==> config.mk <==
export PLATFORM = sky130hd
export DESIGN_NAME = gmcs_regs
export DESIGN_NICKNAME = d
export VERILOG_FILES = /design/src/gmcs_regs.v
export VERILOG_INCLUDE_DIRS = /design/src /design/src/pkg
export SDC_FILE = /design/constraint.sdc
export NUM_CORES = 1
export LEC_CHECK = 0
export ABC_AREA = 1
export BUFFER_PORTS_ARGS = -buffer_cell sky130_fd_sc_hd__buf_2
export CAP_MARGIN = 40
export CORE_MARGIN = 2
export CORE_UTILIZATION = 30
export DETAILED_ROUTE_END_ITERATION = 10
export PLACE_DENSITY = 0.51
export SETUP_SLACK_MARGIN = 0.4
export SLEW_MARGIN = 40
export SYNTH_ARGS = -nofsm -noshare
export SYNTH_HDL_FRONTEND = slang
export SYNTH_SLANG_ARGS = --single-unit
==> constraint.sdc <==
create_clock -name i_ref_clk -period 2.1 [get_ports i_ref_clk]
set_input_delay 0.315 -clock i_ref_clk [delete_from_list [all_inputs] [get_ports i_ref_clk]]
set_output_delay 0.315 -clock i_ref_clk [all_outputs]
set_load 0.02 [all_outputs]
==> src/pkg/gmcs_consts.vh <==
// Overview of operation
// a good, fully received packet sets early_good_done, bit 3.
// a bad, fully received packet sets early_bad_done, bit 2.
// write pointer meeting host_read_ptr sets early_overrun_flag, bit 1.
// after a receive error, refill from the errored packet's start address.
// writing one to bits 3, 2 or 1 clears that early flag.
// early_threshold_flag, bit 0, is zero after power-on.
// byte count beyond the receive threshold sets early_threshold_flag.
// packet end sets rx_done_irq or rx_fault_irq and clears threshold flag.
// setting early_threshold_flag also raises rx_done_irq.
// writing soft_init enters reset: tx and rx off, FIFOs reinitialised.
// soft reset reloads buffer pointers from the descriptor ring bases. The code loads zero instead.
// soft reset leaves station address, multicast filter, bus config alone.
// soft_init reads one during the reset and clears itself afterwards.
// receive runs only with rcv_on, transmit only with xmit_on.
// urgent_queue_poll set by software, cleared once urgent queue is sent.
// normal_queue_poll set by software, cleared once normal queue is sent.
// writing zero to doorbell or forced trigger bits changes nothing.
// writing forced_irq_trigger raises interrupt and sets forced_irq_flag.
// forced_irq_trigger self-clears only after forced_irq_flag is cleared.
// writing one to an interrupt status bit clears it.
`ifndef GMCS_CONSTS_VH
`define GMCS_CONSTS_VH

// ----------------------------------------------------------------
// register offsets
// ----------------------------------------------------------------
`define GMCS_OFS_EARLY_RX_FLAGS 8'h36
`define GMCS_OFS_COMMAND 8'h37
`define GMCS_OFS_XMIT_POLL 8'h38
`define GMCS_OFS_RX_THRESH_LO 8'h3a
`define GMCS_OFS_RX_THRESH_HI 8'h3b
`define GMCS_OFS_IRQ_FLAGS_LO 8'h3e
`define GMCS_OFS_IRQ_FLAGS_HI 8'h3f

// ----------------------------------------------------------------
// field positions
// ----------------------------------------------------------------
`define GMCS_BIT_GOOD_DONE 3
`define GMCS_BIT_BAD_DONE 2
`define GMCS_BIT_OVERRUN 1
`define GMCS_BIT_THRESHOLD 0
`define GMCS_BIT_SOFT_INIT 4
`define GMCS_BIT_RCV_ON 3
`define GMCS_BIT_XMIT_ON 2
`define GMCS_BIT_URGENT_POLL 7
`define GMCS_BIT_NORMAL_POLL 6
`define GMCS_BIT_FORCED_TRIG 0
`define GMCS_BIT_RX_DONE 0
`define GMCS_BIT_RX_FAULT 1
`define GMCS_BIT_FORCED_FLAG_HI 0

// ----------------------------------------------------------------
// reset values and timing
// ----------------------------------------------------------------
`define GMCS_RST_RX_THRESH 16'h0040
`define GMCS_SOFT_INIT_CYCLES 8

`endif

==> src/gmcs_regs.v <==
// The implementer's own choice: strobed register access.
`timescale 1ns/1ps
`default_nettype none
`include "gmcs_consts.vh"

module gmcs_regs #(
    parameter PTR_W = 16,
    parameter CNT_W = 16,
    parameter SOFT_INIT_CYCLES = `GMCS_SOFT_INIT_CYCLES
) (
    input wire i_ref_clk,
    input wire i_rst,
    input wire [7:0] i_addr,
    input wire [7:0] i_wr_data,
    input wire i_wr_stb,
    input wire i_rd_stb,
    output reg [7:0] o_rd_data,
    input wire i_rx_byte_valid,
    input wire [CNT_W-1:0] i_rx_byte_cnt,
    input wire i_rx_pkt_done,
    input wire i_rx_pkt_good,
    input wire [PTR_W-1:0] i_host_read_ptr,
    input wire i_urgent_all_sent,
    input wire i_normal_all_sent,
    output reg o_rcv_on,
    output reg o_xmit_on,
    output reg o_soft_init,
    output reg o_urgent_queue_poll,
    output reg o_normal_queue_poll,
    output reg o_rx_done_irq,
    output reg o_rx_fault_irq,
    output reg o_forced_irq_flag,
    output reg [PTR_W-1:0] o_rx_wr_ptr
);

// ----------------------------------------------------------------
// state
// ----------------------------------------------------------------
reg [3:0] early_q;
reg [3:0] early_d;
reg rcv_on_q;
reg rcv_on_d;
reg xmit_on_q;
reg xmit_on_d;
reg soft_init_q;
reg soft_init_d;
reg [7:0] init_cnt_q;
reg [7:0] init_cnt_d;
reg urgent_q;
reg urgent_d;
reg normal_q;
reg normal_d;
reg trig_q;
reg trig_d;
reg rx_done_q;
reg rx_done_d;
reg rx_fault_q;
reg rx_fault_d;
reg forced_q;
reg forced_d;
reg [15:0] thresh_q;
reg [15:0] thresh_d;
reg armed_q;
reg armed_d;
reg [PTR_W-1:0] wr_ptr_q;
reg [PTR_W-1:0] wr_ptr_d;
reg [PTR_W-1:0] pkt_start_q;
reg [PTR_W-1:0] pkt_start_d;
reg [7:0] rd_d;

localparam [7:0] INIT_LAST = SOFT_INIT_CYCLES - 1;

function wr_hit;
    input [7:0] ofs;
    begin
        wr_hit = i_wr_stb && (i_addr == ofs);
    end
endfunction

// receive events only count while the receiver is on
wire rx_byte = i_rx_byte_valid && rcv_on_q;
wire rx_done = i_rx_pkt_done && rcv_on_q;
wire rx_good = rx_done && i_rx_pkt_good;
wire rx_bad = rx_done && !i_rx_pkt_good;
wire thr_hit = rcv_on_q && armed_q && !rx_done &&
    (i_rx_byte_cnt > thresh_q);
wire [PTR_W-1:0] ptr_inc = wr_ptr_q + {{(PTR_W-1){1'b0}}, 1'b1};

// ----------------------------------------------------------------
// next-state logic
// ----------------------------------------------------------------
always @* begin
    early_d = early_q;
    rcv_on_d = rcv_on_q;
    xmit_on_d = xmit_on_q;
    soft_init_d = soft_init_q;
    init_cnt_d = init_cnt_q;
    urgent_d = urgent_q;
    normal_d = normal_q;
    trig_d = trig_q;
    rx_done_d = rx_done_q;
    rx_fault_d = rx_fault_q;
    forced_d = forced_q;
    thresh_d = thresh_q;
    armed_d = armed_q;
    wr_ptr_d = wr_ptr_q;
    pkt_start_d = pkt_start_q;

    // software clears first so hardware sets below win a tie
    if (wr_hit(`GMCS_OFS_EARLY_RX_FLAGS)) begin
        early_d[3:1] = early_q[3:1] & ~i_wr_data[3:1];
    end
    if (wr_hit(`GMCS_OFS_IRQ_FLAGS_LO)) begin
        if (i_wr_data[`GMCS_BIT_RX_DONE]) begin
            rx_done_d = 1'b0;
        end
        if (i_wr_data[`GMCS_BIT_RX_FAULT]) begin
            rx_fault_d = 1'b0;
        end
    end
    if (wr_hit(`GMCS_OFS_IRQ_FLAGS_HI) &&
        i_wr_data[`GMCS_BIT_FORCED_FLAG_HI]) begin
        forced_d = 1'b0;
    end
    if (wr_hit(`GMCS_OFS_RX_THRESH_LO)) begin
        thresh_d[7:0] = i_wr_data;
    end
    if (wr_hit(`GMCS_OFS_RX_THRESH_HI)) begin
        thresh_d[15:8] = i_wr_data;
    end
    if (wr_hit(`GMCS_OFS_COMMAND) && !soft_init_q) begin
        rcv_on_d = i_wr_data[`GMCS_BIT_RCV_ON];
        xmit_on_d = i_wr_data[`GMCS_BIT_XMIT_ON];
        if (i_wr_data[`GMCS_BIT_SOFT_INIT]) begin
            // engines drop on the write edge itself, not one cycle later
            rcv_on_d = 1'b0;
            xmit_on_d = 1'b0;
            soft_init_d = 1'b1;
            init_cnt_d = 8'h00;
        end
    end

    // doorbells: the sent indication clears, a written one sets
    if (i_urgent_all_sent) begin
        urgent_d = 1'b0;
    end
    if (i_normal_all_sent) begin
        normal_d = 1'b0;
    end
    // trigger drops only once the flag it raised has been acknowledged
    if (!forced_q) begin
        trig_d = 1'b0;
    end
    if (wr_hit(`GMCS_OFS_XMIT_POLL)) begin
        // zeros leave the stored bits alone
        if (i_wr_data[`GMCS_BIT_URGENT_POLL]) begin
            urgent_d = 1'b1;
        end
        if (i_wr_data[`GMCS_BIT_NORMAL_POLL]) begin
            normal_d = 1'b1;
        end
        if (i_wr_data[`GMCS_BIT_FORCED_TRIG]) begin
            trig_d = 1'b1;
            forced_d = 1'b1;
        end
    end

    // receive write pointer and early status
    if (rx_byte) begin
        wr_ptr_d = ptr_inc;
        if (ptr_inc == i_host_read_ptr) begin
            early_d[`GMCS_BIT_OVERRUN] = 1'b1;
        end
    end
    if (thr_hit) begin
        early_d[`GMCS_BIT_THRESHOLD] = 1'b1;
        rx_done_d = 1'b1;
        armed_d = 1'b0;
    end
    if (rx_good) begin
        early_d[`GMCS_BIT_GOOD_DONE] = 1'b1;
        rx_done_d = 1'b1;
        pkt_start_d = rx_byte ? ptr_inc : wr_ptr_q;
    end
    if (rx_bad) begin
        early_d[`GMCS_BIT_BAD_DONE] = 1'b1;
        rx_fault_d = 1'b1;
        // errored packet is overwritten from its own start address
        wr_ptr_d = pkt_start_q;
        if (pkt_start_q == i_host_read_ptr) begin
            early_d[`GMCS_BIT_OVERRUN] = 1'b1;
        end
    end
    if (rx_done) begin
        early_d[`GMCS_BIT_THRESHOLD] = 1'b0;
        armed_d = 1'b1;
    end

    // soft reset: engines off, pointers loaded with zero rather than the ring bases;
    // station address, multicast filter and bus config live elsewhere
    // and are not touched here
    if (soft_init_q) begin
        rcv_on_d = 1'b0;
        xmit_on_d = 1'b0;
        wr_ptr_d = {PTR_W{1'b0}};
        pkt_start_d = {PTR_W{1'b0}};
        armed_d = 1'b1;
        early_d[`GMCS_BIT_THRESHOLD] = 1'b0;
        init_cnt_d = init_cnt_q + 8'h01;
        if (init_cnt_q == INIT_LAST) begin
            soft_init_d = 1'b0;
        end
    end
end

// ----------------------------------------------------------------
// read mux
// ----------------------------------------------------------------
always @* begin
    rd_d = 8'h00;
    if (i_rd_stb) begin
        case (i_addr)
            `GMCS_OFS_EARLY_RX_FLAGS: rd_d = {4'h0, early_q};
            `GMCS_OFS_COMMAND: begin
                rd_d = {3'h0, soft_init_q, rcv_on_q, xmit_on_q,
                    2'h0};
            end
            `GMCS_OFS_XMIT_POLL: begin
                rd_d = {urgent_q, normal_q, 5'h00, trig_q};
            end
            `GMCS_OFS_RX_THRESH_LO: rd_d = thresh_q[7:0];
            `GMCS_OFS_RX_THRESH_HI: rd_d = thresh_q[15:8];
            `GMCS_OFS_IRQ_FLAGS_LO: rd_d = {6'h00, rx_fault_q, rx_done_q};
            `GMCS_OFS_IRQ_FLAGS_HI: rd_d = {7'h00, forced_q};
            default: rd_d = 8'h00;
        endcase
    end
end

// ----------------------------------------------------------------
// registers
// ----------------------------------------------------------------
always @(posedge i_ref_clk) begin
    if (i_rst) begin
        early_q <= 4'h0;
        rcv_on_q <= 1'b0;
        xmit_on_q <= 1'b0;
        soft_init_q <= 1'b0;
        init_cnt_q <= 8'h00;
        urgent_q <= 1'b0;
        normal_q <= 1'b0;
        trig_q <= 1'b0;
        rx_done_q <= 1'b0;
        rx_fault_q <= 1'b0;
        forced_q <= 1'b0;
        thresh_q <= `GMCS_RST_RX_THRESH;
        armed_q <= 1'b1;
        wr_ptr_q <= {PTR_W{1'b0}};
        pkt_start_q <= {PTR_W{1'b0}};
        o_rd_data <= 8'h00;
        o_rcv_on <= 1'b0;
        o_xmit_on <= 1'b0;
        o_soft_init <= 1'b0;
        o_urgent_queue_poll <= 1'b0;
        o_normal_queue_poll <= 1'b0;
        o_rx_done_irq <= 1'b0;
        o_rx_fault_irq <= 1'b0;
        o_forced_irq_flag <= 1'b0;
        o_rx_wr_ptr <= {PTR_W{1'b0}};
    end else begin
        early_q <= early_d;
        rcv_on_q <= rcv_on_d;
        xmit_on_q <= xmit_on_d;
        soft_init_q <= soft_init_d;
        init_cnt_q <= init_cnt_d;
        urgent_q <= urgent_d;
        normal_q <= normal_d;
        trig_q <= trig_d;
        rx_done_q <= rx_done_d;
        rx_fault_q <= rx_fault_d;
        forced_q <= forced_d;
        thresh_q <= thresh_d;
        armed_q <= armed_d;
        wr_ptr_q <= wr_ptr_d;
        pkt_start_q <= pkt_start_d;
        o_rd_data <= rd_d;
        // outputs mirror the next state so they match the readback
        o_rcv_on <= rcv_on_d;
        o_xmit_on <= xmit_on_d;
        o_soft_init <= soft_init_d;
        o_urgent_queue_poll <= urgent_d;
        o_normal_queue_poll <= normal_d;
        o_rx_done_irq <= rx_done_d;
        o_rx_fault_irq <= rx_fault_d;
        o_forced_irq_flag <= forced_d;
        o_rx_wr_ptr <= wr_ptr_d;
    end
end

endmodule
`default_nettype wire

==> results of run 1 <==
[flip-flops by register name (all words and copies together) (netlist names)]
signal and cells:
pkt_start_q 16, thresh_q 16, wr_ptr_q 16, init_cnt_q 8
o_rd_data 8, early_q 4, armed_q 1, forced_q 1
normal_q 1, rcv_on_q 1, rx_done_q 1, rx_fault_q 1
soft_init_q 1, trig_q 1, urgent_q 1, xmit_on_q 1
[synthesized netlist by cell type (5+ instances only)]
library cell,number,area share
nor3_1,11,0.012
a21oi_1,81,0.087
nand2_1,145,0.12
nor2_4,6,0.015
nor2_2,5,0.0067
clkbuf_1,7,0.0057
nand3_1,51,0.055
buf_2,6,0.0065
inv_1,127,0.10
dfxtp_1,78,0.34
nor2_1,43,0.035
o21ai_0,72,0.078
nand4_1,14,0.019
o22ai_1,10,0.013
ha_1,18,0.048
[per-stage QoR]
step,setup slack [ns],hold slack (ns),std cells,utilization,total power (uW)
CTS,0.3852,0.2094,1008,0.3789,3481
floorplan,0.4193,0.4196,714,-,1632
global placement,0.2801,0.4416,990,0.3543,1746
detailed placement,0.2556,0.4506,990,0.3543,1745
finish,0.4249,0.2229,1012,0.3859,3444
global route,0.2671,0.2406,1012,0.3859,3577
[cell families after synthesis]
logic type / after synthesis / synth area share
simple gates: 287 / 0.2769
flops: 78 / 0.3358
xor+xnor: 7 / 0.01319
fa+ha+maj: 18 / 0.04844
compound gates: 179 / 0.2053
buf+inv: 145 / 0.1203
[routing by layer]
layer	vias up	wire length, um	global-route usage
met3	15	631	0.04283
met4	0	225	0.04092
met5	-	0	0
met1	2108	6551	0.2218
met2	106	6346	0.2901
li1	2552	-	-
[worst min-delay path: stages]
cell,delay (ns)
buf_2,0.07
inv_1,0.03
nand2_1,0.04
a21oi_1,0.05
[worst max path at each step]
stage / to / cells after the start
final: early_q[1]$_SDFF_PP0_ / 12
after global routing: early_q[1]$_SDFF_PP0_ / 13
after CTS: early_q[1]$_SDFF_PP0_ / 13
after detailed placement: early_q[1]$_SDFF_PP0_ / 13
after global placement: early_q[1]$_SDFF_PP0_ / 11
after floorplan: early_q[1]$_SDFF_PP0_ / 13
[area by class of cell]
type	count	area [um^2]	area share
Inverter	130	488.0	0.08349
Tap cell	188	235.2	0.04025
Sequential cell	78	1575	0.2695
Timing Repair Buffer	109	605.6	0.1036
Clock inverter	6	92.59	0.01584
Clock buffer	10	229.0	0.03918
Multi-Input combinational cell	491	2619	0.4481
[timing repair]
item,in CTS,in global routing
resized for setup,11,29
pin swaps,5,15
endpoints found under the setup margin,7,17
setup buffers,2,4
[power by group through the flow]
stage / registers (uW) / clock network, uW / logic (uW)
2_1_floorplan: 1520 / 0 / 117
3_3_place_gp: 1520 / 0 / 231
3_5_place_dp: 1520 / 0 / 230
4_1_cts: 1480 / 1770 / 232
5_1_grt: 1480 / 1830 / 268
6_report: 1480 / 1730 / 236
==> summary.md, run 1 <==
| Metric | Value |
|---|---|
| Status | completed |
| Crit path arrival time | 1.96 ns |
| Sw Share | 0.2381 |
| Core area | 15150 um^2 |
| Synth Instances | 714 |
| Reg2Reg Depth | 12 |
| Port Buffers | 88 |
| Post-synthesis cell area | 4649 um^2 |
| Design Area, Final | 5844 um^2 |
| Filler instances | 1609 |
| WHS Endpoint | normal_q$_SDFF_PP0_ |
| Post-synthesis async set-or-reset flop share | 0 |
| CP Max Fanout | 6 |
| Die Y | 128.5 um |
| Max Cap Viol | 0 |
| Post-DR wirelength/cell | 13.59 um |
| Combinational share of power | 0.068 |
| Tmin final | 1.675 ns |
| Synth Warn # | 0 |
| Top delay family on crit path | simple AND/OR/NAND/NOR gates |
| Post-DP Area | 5366 um^2 |
| Ant. Diodes | 0 |
| Chip width | 128.5 um |
| Final setup vio count | 0 |
| Clock network fraction of total power | 0.502 |
| Slew Limit Fails | 0 |
| I/O pin count | 89 |
| DR iter-0 viols | 274 |
| Crit-path slowest cell | dfxtp_4 |
| Commonest non-fill, non-tap cell in the layout | nand2_1 |
| Power share of the sequential group | 0.430 |
| DRC viols | 0 |
| Area Overhead vs Synth | 25.70% |
| First drt pass iteration count | 5 |
| Mean Syn Cell Area | 6.512 um^2 |
| EDFF count, synth | 0 |
| First-pass GRT wire length | 22200 um |
| CP Launch Type | flip-flop |
| Worst setup EP type | flip-flop |
| CTS tree | done |
| Worst Hold Class | in2reg |
| Net Count, Synth | 789 |
| Peak supply drop | 0.3422 mV |
| Worst hold start | i_normal_all_sent |
| Bufs on Longest Clock Path | 2 |
| Power Internal | 2624 uW |
| Slowest stage delay, CP | 0.37 ns |
| Final hold viol count | 0 |
| Most used cell, CP | nand2_1 |
| Synth cell types | 38 |
| Pin count of the biggest net entering global routing | 29 |
| GRT Total Usage | 0.1718 |
| Fmax achieved | 0.5970 GHz |
| Vias in the first global route | 4486 |
| Htree depth | 3 |
| #FFs+latches synth | 78 |
| Share of cells above drive strength 1 | 0.2063 |
| Rows | 45 |
| Clock Sink Count | 78 |
| Worst EP required | 2.38 ns |
| GR Overflow Total | 0 |
| Die Footprint | 16510 um^2 |
| Drt total wl | 13750 um |
| Worst-skew pair later-pin latency | 0.34 ns |
| Pwr/cell area | 589.3 nW/um^2 |
| RePlAce Congestion | 0.8220 |
| Actual slew at the worst max-slew pin | 0.5065 ns |
| Post-route antenna net violation count | 0 |
| Reg2reg setup slack | 0.42 ns |
| RSZ-0062 raised after global routing | true |
| Antenna violations before repair | 0 |
| CP Cell Sequence | buf_4 > nand2_1 > nor2_4 > buf_4 > nand4_1 > nand2_1 > nand2_1 > nand2_1 > nand2_1 > nor2_1 > nand3_2 > a21oi_2 |
| Bufs and invs on worst path | 2 |
| R2r endpoint | early_q[1]$_SDFF_PP0_ |
| Sw power | 820.2 uW |
| Via Count | 4781 |
| Reg clk slew, reported paths | 0.06 ns |
| Slew HR | 0.6620 |
| Crit Path Category | reg2reg |
| DP Wirelength | 10670 um |
| Reg2Reg Launch Point | wr_ptr_q[1]$_SDFF_PP0_ |
| Initial core utilization | 0.3070 |
| Worst Skew | 0.005463 ns |
| Clk Tree Root Cell | clkbuf_16 |
| Static Leak | 0.002707 uW |
| CTS buffer count | 9 |
| Post-synth top flop | dfxtp_1 |
| TNS Setup | 0 ns |
| Most frequent cells in the layout | nand2_1 (141), inv_1 (126), buf_2 (88), a21oi_1 (80), dfxtp_1 (69) |
| Period utilisation layout | 0.7977 |
| Nets | 894 |
| Hold_buf cts | 0 |
| Worst setup startpoint | wr_ptr_q[1]$_SDFF_PP0_ |
| Via density | 4.724 |
| Hold depth | 4 |
| Seq/Total Area, Yosys | 0.3358 |
Power figures use the tool's default switching activity.
==> run 2, diff against run 1 <==
Clock period 2.1 ns to 1.7 ns, I/O delays scaled along.
==> summary.md, run 2 (same netlist as run 1, synthesis figures left out) <==
| Metric | Value |
|---|---|
| Post-DR wirelength/cell | 13.97 um (+2.8%) |
| Rows | 45 (unchanged) |
| Sw power | 990.8 uW (+21%) |
| Final setup vio count | 0 (unchanged) |
| Commonest non-fill, non-tap cell in the layout | nand2_1 |
| Met1 Wirelength | 7058 um (+7.7%) |
| Post-route antenna net violation count | 0 (unchanged) |
| DP Wirelength | 10790 um (+1.1%) |
| CP Launch Type | flip-flop |
| Port Buffers | 88 (unchanged) |
| DRC viols | 0 (unchanged) |
| Status | completed |
| Die Y | 128.5 um (unchanged) |
| Nets | 900 (+0.67%) |
| Most frequent cells in the layout | nand2_1 (127), inv_1 (116), buf_2 (87), a21oi_1 (76), dfxtp_1 (55) |
| Antenna violations before repair | 0 (unchanged) |
| Worst setup startpoint | wr_ptr_q[1]$_SDFF_PP0_ |
| Worst Hold Class | in2reg |
| I/O pin count | 89 (unchanged) |
| RSZ-0062 raised after global routing | true |
| Max Used Layer | met4 |
| Met2 Wirelength | 6361 um (+0.24%) |
| Power share of the sequential group | 0.448 (+0.018) |
| Drt total wl | 14220 um (+3.4%) |
| Area Overhead vs Synth | 34.77% |
| RePlAce Congestion | 0.8120 (-1.2%) |
| Worst setup EP type | flip-flop |
| Post-layout util | 0.4137 (+0.02784) |
| Tmin final | 1.666 ns (-0.009244 ns) |
| CP Max Fanout | 5 (-1) |
| Initial core utilization | 0.3070 (unchanged) |
| Reg2Reg Launch Point | wr_ptr_q[1]$_SDFF_PP0_ |
| Slew Limit Fails | 0 (unchanged) |
| Peak supply drop | 0.5024 mV (+47%) |
| Clock Sink Count | 78 (unchanged) |
| Max Cap Viol | 0 (unchanged) |
| WHS Endpoint | normal_q$_SDFF_PP0_ |
| Hold depth | 4 (unchanged) |
| CTS buffer count | 9 (unchanged) |
| GR Overflow Total | 0 (unchanged) |
| Via Count | 4835 (+1.1%) |
| Worst-skew pair later-pin latency | 0.34 ns (about the same) |
| Worst hold start | i_normal_all_sent |
| Sw Share | 0.2448 (+0.006616) |
| Clk Tree Root Cell | clkbuf_16 |
| Top Registers | pkt_start_q (16), thresh_q (16), wr_ptr_q (16) |
| Vias in the first global route | 4492 (+0.13%) |
| Htree depth | 3 (unchanged) |
| Worst Skew | 0.006168 ns (+0.0007051 ns) |
| CTS tree | done |
| First drt pass iteration count | 5 (unchanged) |
| Pwr/cell area | 646.0 nW/um^2 (+9.6%) |
| Die Footprint | 16510 um^2 (unchanged) |
| Hold_buf cts | 0 (unchanged) |
| Filler instances | 1600 (-0.56%) |
| Actual slew at the worst max-slew pin | 0.5784 ns (+0.07194 ns) |
| Bufs on Longest Clock Path | 2 (unchanged) |
| Period utilisation layout | 0.9799 (+0.1823) |
| Share of cells above drive strength 1 | 0.2988 (+0.09248) |
| Combinational share of power | 0.079 (+0.011) |
| Worst EP required | 1.98 ns (-0.40 ns) |
| GRT Total Usage | 0.1747 (+0.002900) |
| Reg2reg setup slack | 0.03 ns (-0.39 ns) |
| First-pass GRT wire length | 22650 um (+2.0%) |
| Core area | 15150 um^2 (unchanged) |
| Reg clk slew, reported paths | 0.06 ns (about the same) |
| Static Leak | 0.002846 uW (+5.1%) |
| Power Internal | 3057 uW (+17%) |
| Crit Path Category | reg2reg |
| Pin count of the biggest net entering global routing | 29 (unchanged) |
| Met3 wire len | 657 um (+4.1%) |
| Reg2Reg Depth | 12 (unchanged) |
| Clock network fraction of total power | 0.474 (-0.028) |
| Fmax achieved | 0.6003 GHz (+0.55%) |
| Slew HR | 0.6140 (-0.04801) |
| Via density | 4.750 (+0.53%) |
| Ant. Diodes | 0 (unchanged) |
| Dpl cells | 990 (unchanged) |
| Crit path arrival time | 1.95 ns (about the same) |
| Final non-filler cell total | 1018 (+0.59%) |
| R2r endpoint | early_q[1]$_SDFF_PP0_ |
| DR iter-0 viols | 224 (-18%) |
| Chip width | 128.5 um (unchanged) |
| Final hold viol count | 0 (unchanged) |
==> run 2: changes by cell type in the layout (fill, tap and decap cells not counted), moves of 10 or more <==
cell and change:
dfxtp_1 -14, dfxtp_4 +11, inv_1 -10, nand2_1 -14, nand2_2 +12, o21ai_0 -24, o21ai_1 +16
==> run 2: through the flow <==
stage	TNS (ns)	instance area [um^2]	hold WS, ns	power, uW	worst slack, ns
2_1_floorplan	0	4845	0.3977	2014	0.2581
3_3_place_gp	-0.03616	5565	0.4405	2161	-0.03414
3_5_place_dp	0	5565	0.4425	2159	0.01333
4_1_cts	0	6016	0.1468	4123	0.09773
5_1_grt	-0.1280	6266	0.1662	4228	-0.09270
6_report	0	6266	0.1639	4048	0.03410
==> run 2: area by class of cell <==
type / count / area (um^2) / area share
inverter: 130 / 499.2 / 0.07967
clock buffer: 12 / 267.8 / 0.04273
sequential: 78 / 1620 / 0.2586
timing repair buffer: 115 / 694.4 / 0.1108
tap: 188 / 235.2 / 0.03754
multi-input combinational: 491 / 2922 / 0.4663
clock inverter: 4 / 27.53 / 0.004393
==> run 2: worst max-delay path by stage <==
stage,endpoint,slack (ns),depth (start not counted)
final,early_q[1]$_SDFF_PP0_,0.03,12
after global routing,early_q[1]$_SDFF_PP0_,-0.09,12
after CTS,early_q[1]$_SDFF_PP0_,0.1,11
after detailed placement,o_rd_data[3]$_SDFF_PP0_,0.01,9
after global placement,o_rd_data[3]$_SDFF_PP0_,-0.03,9
after floorplan,early_q[1]$_SDFF_PP0_,0.26,13
==> run 2: timing repair <==
action / CTS / global route
resized for setup: 42 / 53
setup buffers: 5 / 7
setup endpoints to repair: 35 / 49
cloned: 0 / 0
pin swaps: 19 / 27
==> run 2: critical path, cell delays in order (launching register included) <==
cell and delay [ns]:
dfxtp_4 0.38, ha_4 0.16, nand2_4 0.06, nor2_4 0.17, buf_12 0.13, nand4_1 0.11, nand2_1 0.11, nand2_1 0.06
nand2_1 0.06, nand2_1 0.06, nor2_1 0.09, nand3_1 0.08, a21oi_1 0.13
==> run 2: layer usage <==
| layer | global-route usage | up-vias |
|---|---|---|
| met3 | 0.04200 | 9 |
| met4 | 0.04220 | 0 |
| met5 | 0 | - |
| met2 | 0.2822 | 83 |
| met1 | 0.2366 | 2166 |
| li1 | - | 2577 |
==> run 2: power groups by stage <==
stage | registers [uW] | logic, uW | clock network [uW]
3_3_place_gp | 1860 | 302 | 0
6_report | 1810 | 318 | 1920
3_5_place_dp | 1860 | 300 | 0
2_1_floorplan | 1860 | 155 | 0
4_1_cts | 1820 | 312 | 2000
5_1_grt | 1810 | 362 | 2050
